<file path="config.mk">
export PLATFORM = sky130hd
export DESIGN_NAME = return_and_config_instr_exec
export DESIGN_NICKNAME = d
export VERILOG_FILES = /design/src/rtl/ctl_instr_pkg.sv /design/src/rtl/ctl_instr_exec.sv /design/src/rtl/ret_stack.sv
export SDC_FILE = /design/constraint.sdc
export NUM_CORES = 1
export LEC_CHECK = 0
export ABC_AREA = 1
export BUFFER_PORTS_ARGS = -buffer_cell sky130_fd_sc_hd__buf_2
export CAP_MARGIN = 20
export CORE_ASPECT_RATIO = 0.5
export CORE_MARGIN = 2
export CORE_UTILIZATION = 55
export CTS_CLUSTER_SIZE = 25
export DETAILED_ROUTE_END_ITERATION = 8
export MAX_ROUTING_LAYER = met4
export PLACE_DENSITY = 0.86
export SYNTH_ARGS = -nofsm -noshare
export SYNTH_HDL_FRONTEND = slang
export SYNTH_SLANG_ARGS = --single-unit
export TNS_END_PERCENT = 10
</file>
<file path="constraint.sdc">
create_clock -name clk_sys_i -period 3.6 [get_ports clk_sys_i]
set_input_delay 0.9 -clock clk_sys_i [delete_from_list [all_inputs] [get_ports clk_sys_i]]
set_output_delay 0.9 -clock clk_sys_i [all_outputs]
set_load 0.05 [all_outputs]
</file>
<file path="src/rtl/ctl_instr_pkg.sv">
// constants shared by the control-instruction execution unit
package ctl_instr_pkg;
   localparam int unsigned WORD_W = 14;
   localparam int unsigned DATA_W = 8;
   localparam int unsigned PC_W = 13;
   localparam int unsigned STACK_DEPTH = 8;
   localparam int unsigned SP_W = 3;
   // opcodes and masks
   localparam logic [13:0] OP_NOP = 14'h0000;
   localparam logic [13:0] MASK_NOP = 14'h3F9F;
   localparam logic [13:0] OP_RETINT = 14'h0009;
   localparam logic [13:0] OP_CFGLOAD = 14'h0062;
   localparam logic [13:0] MASK_FULL = 14'h3FFF;
   localparam logic [13:0] OP_RETLIT = 14'h3400;
   localparam logic [13:0] MASK_RETLIT = 14'h3C00;
   // field positions
   localparam int unsigned LIT_LSB = 0;
   localparam int unsigned INT_ENABLE_BIT = 7;
   // data-memory address of the configuration register
   localparam logic [7:0] CFG_ADDR = 8'h81;
   // reset values
   localparam logic [7:0] CFG_RESET = 8'hFF;
   localparam logic [7:0] INTCTL_RESET = 8'h00;
   localparam logic [7:0] W_RESET = 8'h00;
   localparam logic [12:0] PC_RESET = 13'h0000;
   localparam logic [12:0] PC_ONE = 13'h0001;
   localparam logic [2:0] SP_ONE = 3'h1;
   typedef enum logic [1:0] {
      ST_EXEC = 2'b00,
      ST_FLUSH = 2'b01
   } exec_state_t;
endpackage : ctl_instr_pkg

</file>
<file path="src/rtl/ctl_instr_exec.sv">
// execution unit for no-op, returns and configuration load
`timescale 1ns/10ps
`default_nettype none
module return_and_config_instr_exec
   import ctl_instr_pkg::*;
(
   input wire logic clk_sys_i,
   input wire logic srst_i,
   input wire logic ce_i,
   input wire logic [WORD_W-1:0] instr_i,
   input wire logic instr_valid_i,
   input wire logic call_i,
   input wire logic [PC_W-1:0] call_target_i,
   input wire logic dm_we_i,
   input wire logic [DATA_W-1:0] dm_addr_i,
   input wire logic [DATA_W-1:0] dm_wdata_i,
   input wire logic intctl_we_i,
   input wire logic [DATA_W-1:0] intctl_wdata_i,
   input wire logic w_we_i,
   input wire logic [DATA_W-1:0] w_wdata_i,
   output logic [PC_W-1:0] pc_o,
   output logic [DATA_W-1:0] w_o,
   output logic [DATA_W-1:0] cfg_o,
   output logic [DATA_W-1:0] intctl_o,
   output logic [DATA_W-1:0] dm_rdata_o,
   output logic flush_o,
   output logic busy_o
);
   // ------------------------------------------------------------
   // decode
   // ------------------------------------------------------------
   function automatic logic op_match(input logic [WORD_W-1:0] w, input logic [WORD_W-1:0] op,
                                     input logic [WORD_W-1:0] m);
      op_match = ((w & m) == op);
   endfunction : op_match

   exec_state_t state;
   exec_state_t next_state;
   logic run;
   logic is_nop;
   logic is_retint;
   logic is_retlit;
   logic is_cfg;
   logic is_ret;
   logic [PC_W-1:0] tos;

   assign run = ce_i && instr_valid_i && (state == ST_EXEC);
   // a call shares the all-zero word, so it must not count as a no-op
   assign is_nop = run && !call_i && op_match(instr_i, OP_NOP, MASK_NOP);
   assign is_retint = run && op_match(instr_i, OP_RETINT, MASK_FULL);
   assign is_cfg = run && op_match(instr_i, OP_CFGLOAD, MASK_FULL);
   assign is_retlit = run && op_match(instr_i, OP_RETLIT, MASK_RETLIT);
   assign is_ret = is_retint || is_retlit;

   // ------------------------------------------------------------
   // stack
   // ------------------------------------------------------------
   // pop on return
   ret_stack u_stack (
      .clk_sys_i(clk_sys_i),
      .srst_i(srst_i),
      .ce_i(ce_i),
      .push_i(call_i && run),
      .pop_i(is_ret),
      .push_data_i(pc_o + PC_ONE),
      .tos_o(tos)
   );

   // ------------------------------------------------------------
   // sequencing: a return spends a second cycle flushing the fetch
   // ------------------------------------------------------------
   always_comb begin
      next_state = state;
      case (state)
         ST_EXEC: begin
            if (is_ret) begin
               next_state = ST_FLUSH;
            end
         end
         ST_FLUSH: begin
            next_state = ST_EXEC;
         end
         default: begin
            next_state = ST_EXEC;
         end
      endcase
   end

   always_ff @(posedge clk_sys_i) begin
      if (srst_i) begin
         state <= ST_EXEC;
         flush_o <= 1'b0;
         busy_o <= 1'b0;
      end else if (ce_i) begin
         state <= next_state;
         flush_o <= is_ret;
         busy_o <= is_ret;
      end
   end

   always_ff @(posedge clk_sys_i) begin
      if (srst_i) begin
         pc_o <= PC_RESET;
      end else if (ce_i) begin
         if (is_ret) begin
            pc_o <= tos;
         end else if (call_i && run) begin
            pc_o <= call_target_i;
         end else if (run) begin
            pc_o <= pc_o + PC_ONE;
         end
      end
   end

   // ------------------------------------------------------------
   // working register
   // ------------------------------------------------------------
   // literal into w
   always_ff @(posedge clk_sys_i) begin
      if (srst_i) begin
         w_o <= W_RESET;
      end else if (ce_i) begin
         if (is_retlit) begin
            w_o <= instr_i[LIT_LSB +: DATA_W];
         end else if (w_we_i && !is_nop) begin
            w_o <= w_wdata_i;
         end
      end
   end

   // ------------------------------------------------------------
   // interrupt control register
   // ------------------------------------------------------------
   // set global enable, hardware set wins
   always_ff @(posedge clk_sys_i) begin
      if (srst_i) begin
         intctl_o <= INTCTL_RESET;
      end else if (ce_i) begin
         if (intctl_we_i) begin
            intctl_o <= intctl_wdata_i;
         end
         if (is_retint) begin
            intctl_o[INT_ENABLE_BIT] <= 1'b1;
         end
      end
   end

   // ------------------------------------------------------------
   // configuration register
   // ------------------------------------------------------------
   // w copied in one cycle
   // direct data-memory write
   // firmware is expected to use the direct path, the opcode stays for old code
   always_ff @(posedge clk_sys_i) begin
      if (srst_i) begin
         cfg_o <= CFG_RESET;
      end else if (ce_i) begin
         if (is_cfg) begin
            cfg_o <= w_o;
         end else if (dm_we_i && dm_addr_i == CFG_ADDR) begin
            cfg_o <= dm_wdata_i;
         end
      end
   end

   always_ff @(posedge clk_sys_i) begin
      if (srst_i) begin
         dm_rdata_o <= '0;
      end else if (ce_i) begin
         dm_rdata_o <= (dm_addr_i == CFG_ADDR) ? cfg_o : '0;
      end
   end
endmodule : return_and_config_instr_exec
`default_nettype wire

</file>
<file path="src/rtl/ret_stack.sv">
// hardware return-address stack, circular, eight entries
`timescale 1ns/10ps
`default_nettype none
module ret_stack
   import ctl_instr_pkg::*;
(
   input wire logic clk_sys_i,
   input wire logic srst_i,
   input wire logic ce_i,
   input wire logic push_i,
   input wire logic pop_i,
   input wire logic [PC_W-1:0] push_data_i,
   output logic [PC_W-1:0] tos_o
);
   logic [PC_W-1:0] mem [STACK_DEPTH];
   logic [SP_W-1:0] sp;

   // overflow wraps silently, as the core has no stack-full flag
   always_ff @(posedge clk_sys_i) begin
      if (srst_i) begin
         sp <= '0;
      end else if (ce_i) begin
         if (push_i) begin
            sp <= sp + SP_ONE;
         end else if (pop_i) begin
            sp <= sp - SP_ONE;
         end
      end
   end

   always_ff @(posedge clk_sys_i) begin
      if (ce_i && push_i) begin
         mem[sp] <= push_data_i;
      end
   end

   assign tos_o = mem[sp - SP_ONE];
endmodule : ret_stack
`default_nettype wire

</file>
Word level (Yosys, flattened, before mapping)
Memory sizes are Yosys's and may differ from the RTL's.
Cells that the tools add are included.
- output and inout port bits: 47
- input port bits: 67
- logic and storage cells: 62
- bits in writable memories: 104
- memories kept: 1
- register bits: 51
- add/subtract/negate cells: 3
- muxes and demuxes: 16
- equal/unequal tests: 5
- reductions and logical operators: 28
- memory list (memory ; depth ; width ; read ports ; clocked after memory_dff ; wr ports ; RTL line ; text):
    u_stack.mem ; 8 ; 13 ; 1 ; 0 ; 1 ; ret_stack.sv:15 ; logic [PC_W-1:0] mem [STACK_DEPTH];
- operators with widths (kind ; number):
    $mux 8 ; 6
    $mux 13 ; 3
    $eq 14x4->1 const B ; 1
    $eq 14x7->1 const B ; 1
    $logic_not 14->1 ; 1
    $reduce_and 2->1 ; 7
    $add 13x1->13 const B ; 1
    $logic_and 1x1->1 ; 11
    $eq 8x8->1 const B ; 1
    $reduce_bool 2->1 ; 4
    $mux 3 ; 2
    $eq 4x4->1 const B ; 1
    $mux 2 ; 2
    $add 3x1->3 const B ; 1
    $mux 1 ; 3
    $reduce_bool 3->1 ; 1
    $sub 3x1->3 const B ; 1
    $logic_not 1->1 ; 2
    $logic_not 2->1 ; 1
    $ne 2x2->1 const B ; 1
    $logic_or 1x1->1 ; 1

Logic depth before layout (Yosys ltp)
- depth after elaboration: 8
- mapped depth: 17
- gate-level depth less buffers: 12

By module
A second synthesis with hierarchy kept.
- cells, all modules: 851
- area, all modules: 7292.0 µm²
- by module, submodules not included (module ; cells an instance ; area an instance (µm²) ; times used ; sequential area each (µm²)):
    ret_stack ; 392 ; 4466.8 ; 1 ; 3183.1
    return_and_config_instr_exec ; 459 ; 2825.2 ; 1 ; 940.9

Worst setup path before layout
OpenSTA, ideal clock, no wires.
- path kind: in2reg
- from: in ce_i
- to: mem u_stack.mem[1][0] (enable)
- arrival time: 2.277 ns
- cell stages on the path: 6
- data required time: 3.218 ns
- library setup time: 0.382 ns
- setup slack: 0.941 ns
- path buffers: 2
- cells stage by stage: buf_4 > nand3_4 > nor2_2 > buf_4 > nand2_1 > nor2_1
- cells in the longest elaborated chain, start to end: 6
- ends and longest elaborated chain (element ; RTL line ; text):
    from (decl) ; ctl_instr_exec.sv:9 ; input wire logic ce_i,
    $logic_and 1x1->1 (2 in series) ; ctl_instr_exec.sv:47 ; assign run = ce_i && instr_valid_i && (state == ST_EXEC);
    $logic_and 1x1->1 ; ctl_instr_exec.sv:63 ; .push_i(call_i && run),
    $logic_and 1x1->1 * ; ret_stack.sv:32 ; if (ce_i && push_i) begin
    $mux 1 * ; ret_stack.sv:32 ;
    $mux 1 (not written as such) * ; ret_stack.sv:33 ; mem[sp] <= push_data_i;
    to (decl) ; ret_stack.sv:15 ;
Every way passes the cells marked *; elsewhere a longest branch is shown, timed or not.

Worst setup path in the final report
- from: reg u_stack.sp[1]
- to: reg pc_o[11]
- cells in the longest elaborated chain, start to end: 3
- ends and longest elaborated chain (element ; RTL line ; text):
    from (decl) ; ret_stack.sv:16 ; logic [SP_W-1:0] sp;
    from (signal assigned) ; ret_stack.sv:24 ; sp <= sp + SP_ONE;
    from (signal assigned) ; ret_stack.sv:26 ; sp <= sp - SP_ONE;
    $sub 3x1->3 ; ret_stack.sv:37 ; assign tos_o = mem[sp - SP_ONE];
    $mem_v2 8x13 ; -- ;
    $mux 13 ; ctl_instr_exec.sv:105 ; if (is_ret) begin
    to (signal assigned) ; ctl_instr_exec.sv:106 ; pc_o <= tos;
    to (signal assigned) ; ctl_instr_exec.sv:108 ; pc_o <= call_target_i;
    to (signal assigned) ; ctl_instr_exec.sv:110 ; pc_o <= pc_o + PC_ONE;
    to (decl) ; ctl_instr_exec.sv:21 ; output logic [PC_W-1:0] pc_o,
No other way between the ends.
A chain may end at the register's enable or synchronous reset.

==> run metrics <==
CTS tree done; Seq pwr share 44.6%; Storage cell area 4130 µm²; CP Buf/Inv Count 2; vias in the first global route 6172; Multi-input gate area 2630 µm²; max-cap violation count 0; cell area after synthesis around 7300 µm²; Critical Path RT roughly 4 ns; outcome finished clean; Mean Syn Cell Area 8.27 µm²; critical path type reg -> reg; Hold EP intctl_o[0]; R2R depth 12; Layout area overhead 18.6%; Worst-Margin Slew 0.955 ns; WHS Path Cells 2; hold_sp intctl_o[0]; Ports 114; NetSw between 1 and 1.5 mW; Vias per Instance 5.46; height of the die 85.4 µm; largest area contributor in the netlist edfxtp_1; worst-case clock buffer depth 2; Syn Inst Count 881; placed inst area about 8000 µm²; leakage 4.00 nW; reg2reg end pc_o[11]; Relative slew margins between 30 and 40%; detailed placement HPWL 12100 µm; GRT overflow 0; Worst R2R Start u_stack.sp[1]; antenna-violating nets left 0; via count around 6400; worst-skew pair later-pin latency 0.43 ns; fraction of power spent switching nets 27.2%; post-synthesis cell type count 32; Post-Route Skew 0.0107 ns; hold crit path type reg -> reg; initial antenna violation count 1; Tmin final 2.29 ns; share of layout cells above drive strength 1 17.8%; crit-path max FO 20; Fmax achieved 437 MHz; global-route usage over all layers 27.7%; Initial Util 56.9%; Power, Total 4.37 mW; top cell type's share of synthesized area 42.9%; chip width between 150 and 200 µm; GPL Wtd Cong 0.968; first-pass GRT wire length 30000 µm; Largest delay share family, worst path simple AND/OR/NAND/NOR gates; wire length after detailed routing 18800 µm; crit-path cells inv_1 -> ha_1 -> inv_1 -> nor2_1 -> o21ai_0 -> nand2_1 -> nand2_1 -> nand2_1 -> nand2_1 -> nand2_1 -> nor2_1 -> nor2_1; Synth Register Bits 154; 1st-pass router iterations 5; CTS Sinks 154; cts-stage hold buffer count 0; peak supply drop 0.410 mV; Worst EP arrival 2.61 ns; Num CTS Buffers 17; final instance area 8640 µm²; Final period util 63.6%; asr flop ratio synth 0%; final hold violations 0; largest cells by area after synthesis edfxtp_1, dfxtp_1, nand2_1; # H-tree levels 4; EDFF count, synth around 100; largest net degree at the start of global routing 62; register area share after synthesis 56.6%; Rows 29; post-cts sizing count 0; aggregate negative setup slack 0 ns; Synth Warn # 0; syn_nets ~950; Critical Path Source Type register; CP max-delay cell inv_1; CTS Root Cell clkbuf_16; DR iter-0 viols 681; internal power 3.19 mW; Setup violations, final 0; CORE AREA 12800 µm²; pwr dens 506 nW/µm²; r2r setup slk 1.31 ns; Combinational Power Share between 10% and 20%; Max stage delay on crit path around 0.52 ns; Final nets between 1000 and 1500; Max Slew Vio Count 0; Clock power frac 43.6%; Port Buffers 113; fillers 912; CTS clock-pin slew for the worst setup and hold paths approximately 0.07 ns; most used cell, CP nand2_1; die footprint 14200 µm²; drc violations 0; Post-synth top flop edfxtp_1; postcts setup bufs 0; routed len/inst between 15 and 20 µm; unrepaired setup endpoints after global routing no; Setup crit end kind register
==> logic make-up after synthesis <==
| family | after synthesis | share of synthesized area [%] |
|---|---|---|
| fa+ha+maj | 3 | 0.515 |
| flops | 154 | 56.6 |
| simple gates | 487 | 27.6 |
| buf+inv | 131 | 7.30 |
| xor+xnor | 8 | 1.06 |
| compound gates | 98 | 6.92 |
==> worst min-delay path: stages (launching register included) <==
cell and delay [ns]:
dfxtp_1 0.33, nor2_1 0.05, nor2_1 0.08
==> state kept, by name (all words and copies together), names as in the netlist <==
register,cells
u_stack.mem,104
pc_o,13
cfg_o,8
dm_rdata_o,8
intctl_o,8
w_o,8
u_stack.sp,3
busy_o,1
state,1
==> power groups by stage <==
stage	logic [mW]	clock network (mW)	registers, mW
6_report	0.518	1.91	1.95
5_1_grt	0.564	1.98	1.95
4_1_cts	0.509	1.91	1.95
3_5_place_dp	0.497	0	1.99
3_3_place_gp	0.489	0	1.98
2_1_floorplan	0.264	0	2.06
==> worst max-delay path by stage <==
stage	start	end	slack (ns)	cells past startpoint
3_3_place_gp	ce_i	pc_o[8]	1.04	10
5_1_grt	u_stack.sp[1]	pc_o[11]	1.09	12
4_1_cts	u_stack.sp[1]	pc_o[10]	1.36	10
6_report	u_stack.sp[1]	pc_o[11]	1.31	12
2_1_floorplan	ce_i	u_stack.mem[1][0]	0.94	6
3_5_place_dp	ce_i	pc_o[7]	1.01	10
==> cell type report <==
type	count	share of cell area (%)
repair buffers	131	8.11
well taps	170	2.46
clock inverters	15	2.35
inverters	90	3.93
clock buffers	17	4.92
multi-input cells	596	30.4
flip-flops and latches	154	47.8
diodes	1	0.0290
==> layout by cell type (no fill, tap or decap), types with 3 or more instances in the layout <==
master	netlist	layout
clkbuf_16	0	17
bufinv_16	0	3
nor3_1	4	4
xor2_1	7	7
buf_2	12	113
inv_8	0	3
inv_1	87	87
inv_6	0	5
o211ai_1	5	5
edfxtp_1	104	104
nand4_1	7	7
nand3_1	60	60
buf_4	4	18
nand2_1	263	263
dfxtp_1	50	49
nor2_1	139	139
nand2_4	4	4
o21ai_0	68	68
a21oi_1	24	24
ha_1	3	3
==> Yosys cell counts, types with 3 or more instances <==
library cell  instances
a21oi_1              24
buf_2                12
buf_4                 4
clkbuf_1             22
dfxtp_1              50
edfxtp_1            104
ha_1                  3
inv_1                87
nand2_1             263
nand2_4               4
nand3_1              60
nand4_1               7
nor2_1              139
nor3_1                4
o211ai_1              5
o21ai_0              68
xor2_1                7
==> layer usage <==
metal	global-route usage, %	up-vias	share of wire [%]
met5	-	-	0
met3	7.04	62	11
li1	-	3053	-
met1	34.2	2940	39
met4	10.7	0	2.9
met2	44.5	355	46
==> stage by stage <==
stage                     cells  hold WS (ns)  utilization [%]  worst slack, ns
final                      1174         0.488             67.4             1.31
after global routing       1174         0.514             67.4             1.09
after CTS                  1173         0.494             67.4             1.36
after detailed placement   1141         0.476             62.5             1.01
after global placement     1141         0.464             62.5             1.04
after floorplan             881         0.506                -            0.941
Power figures use the tool's default switching activity.
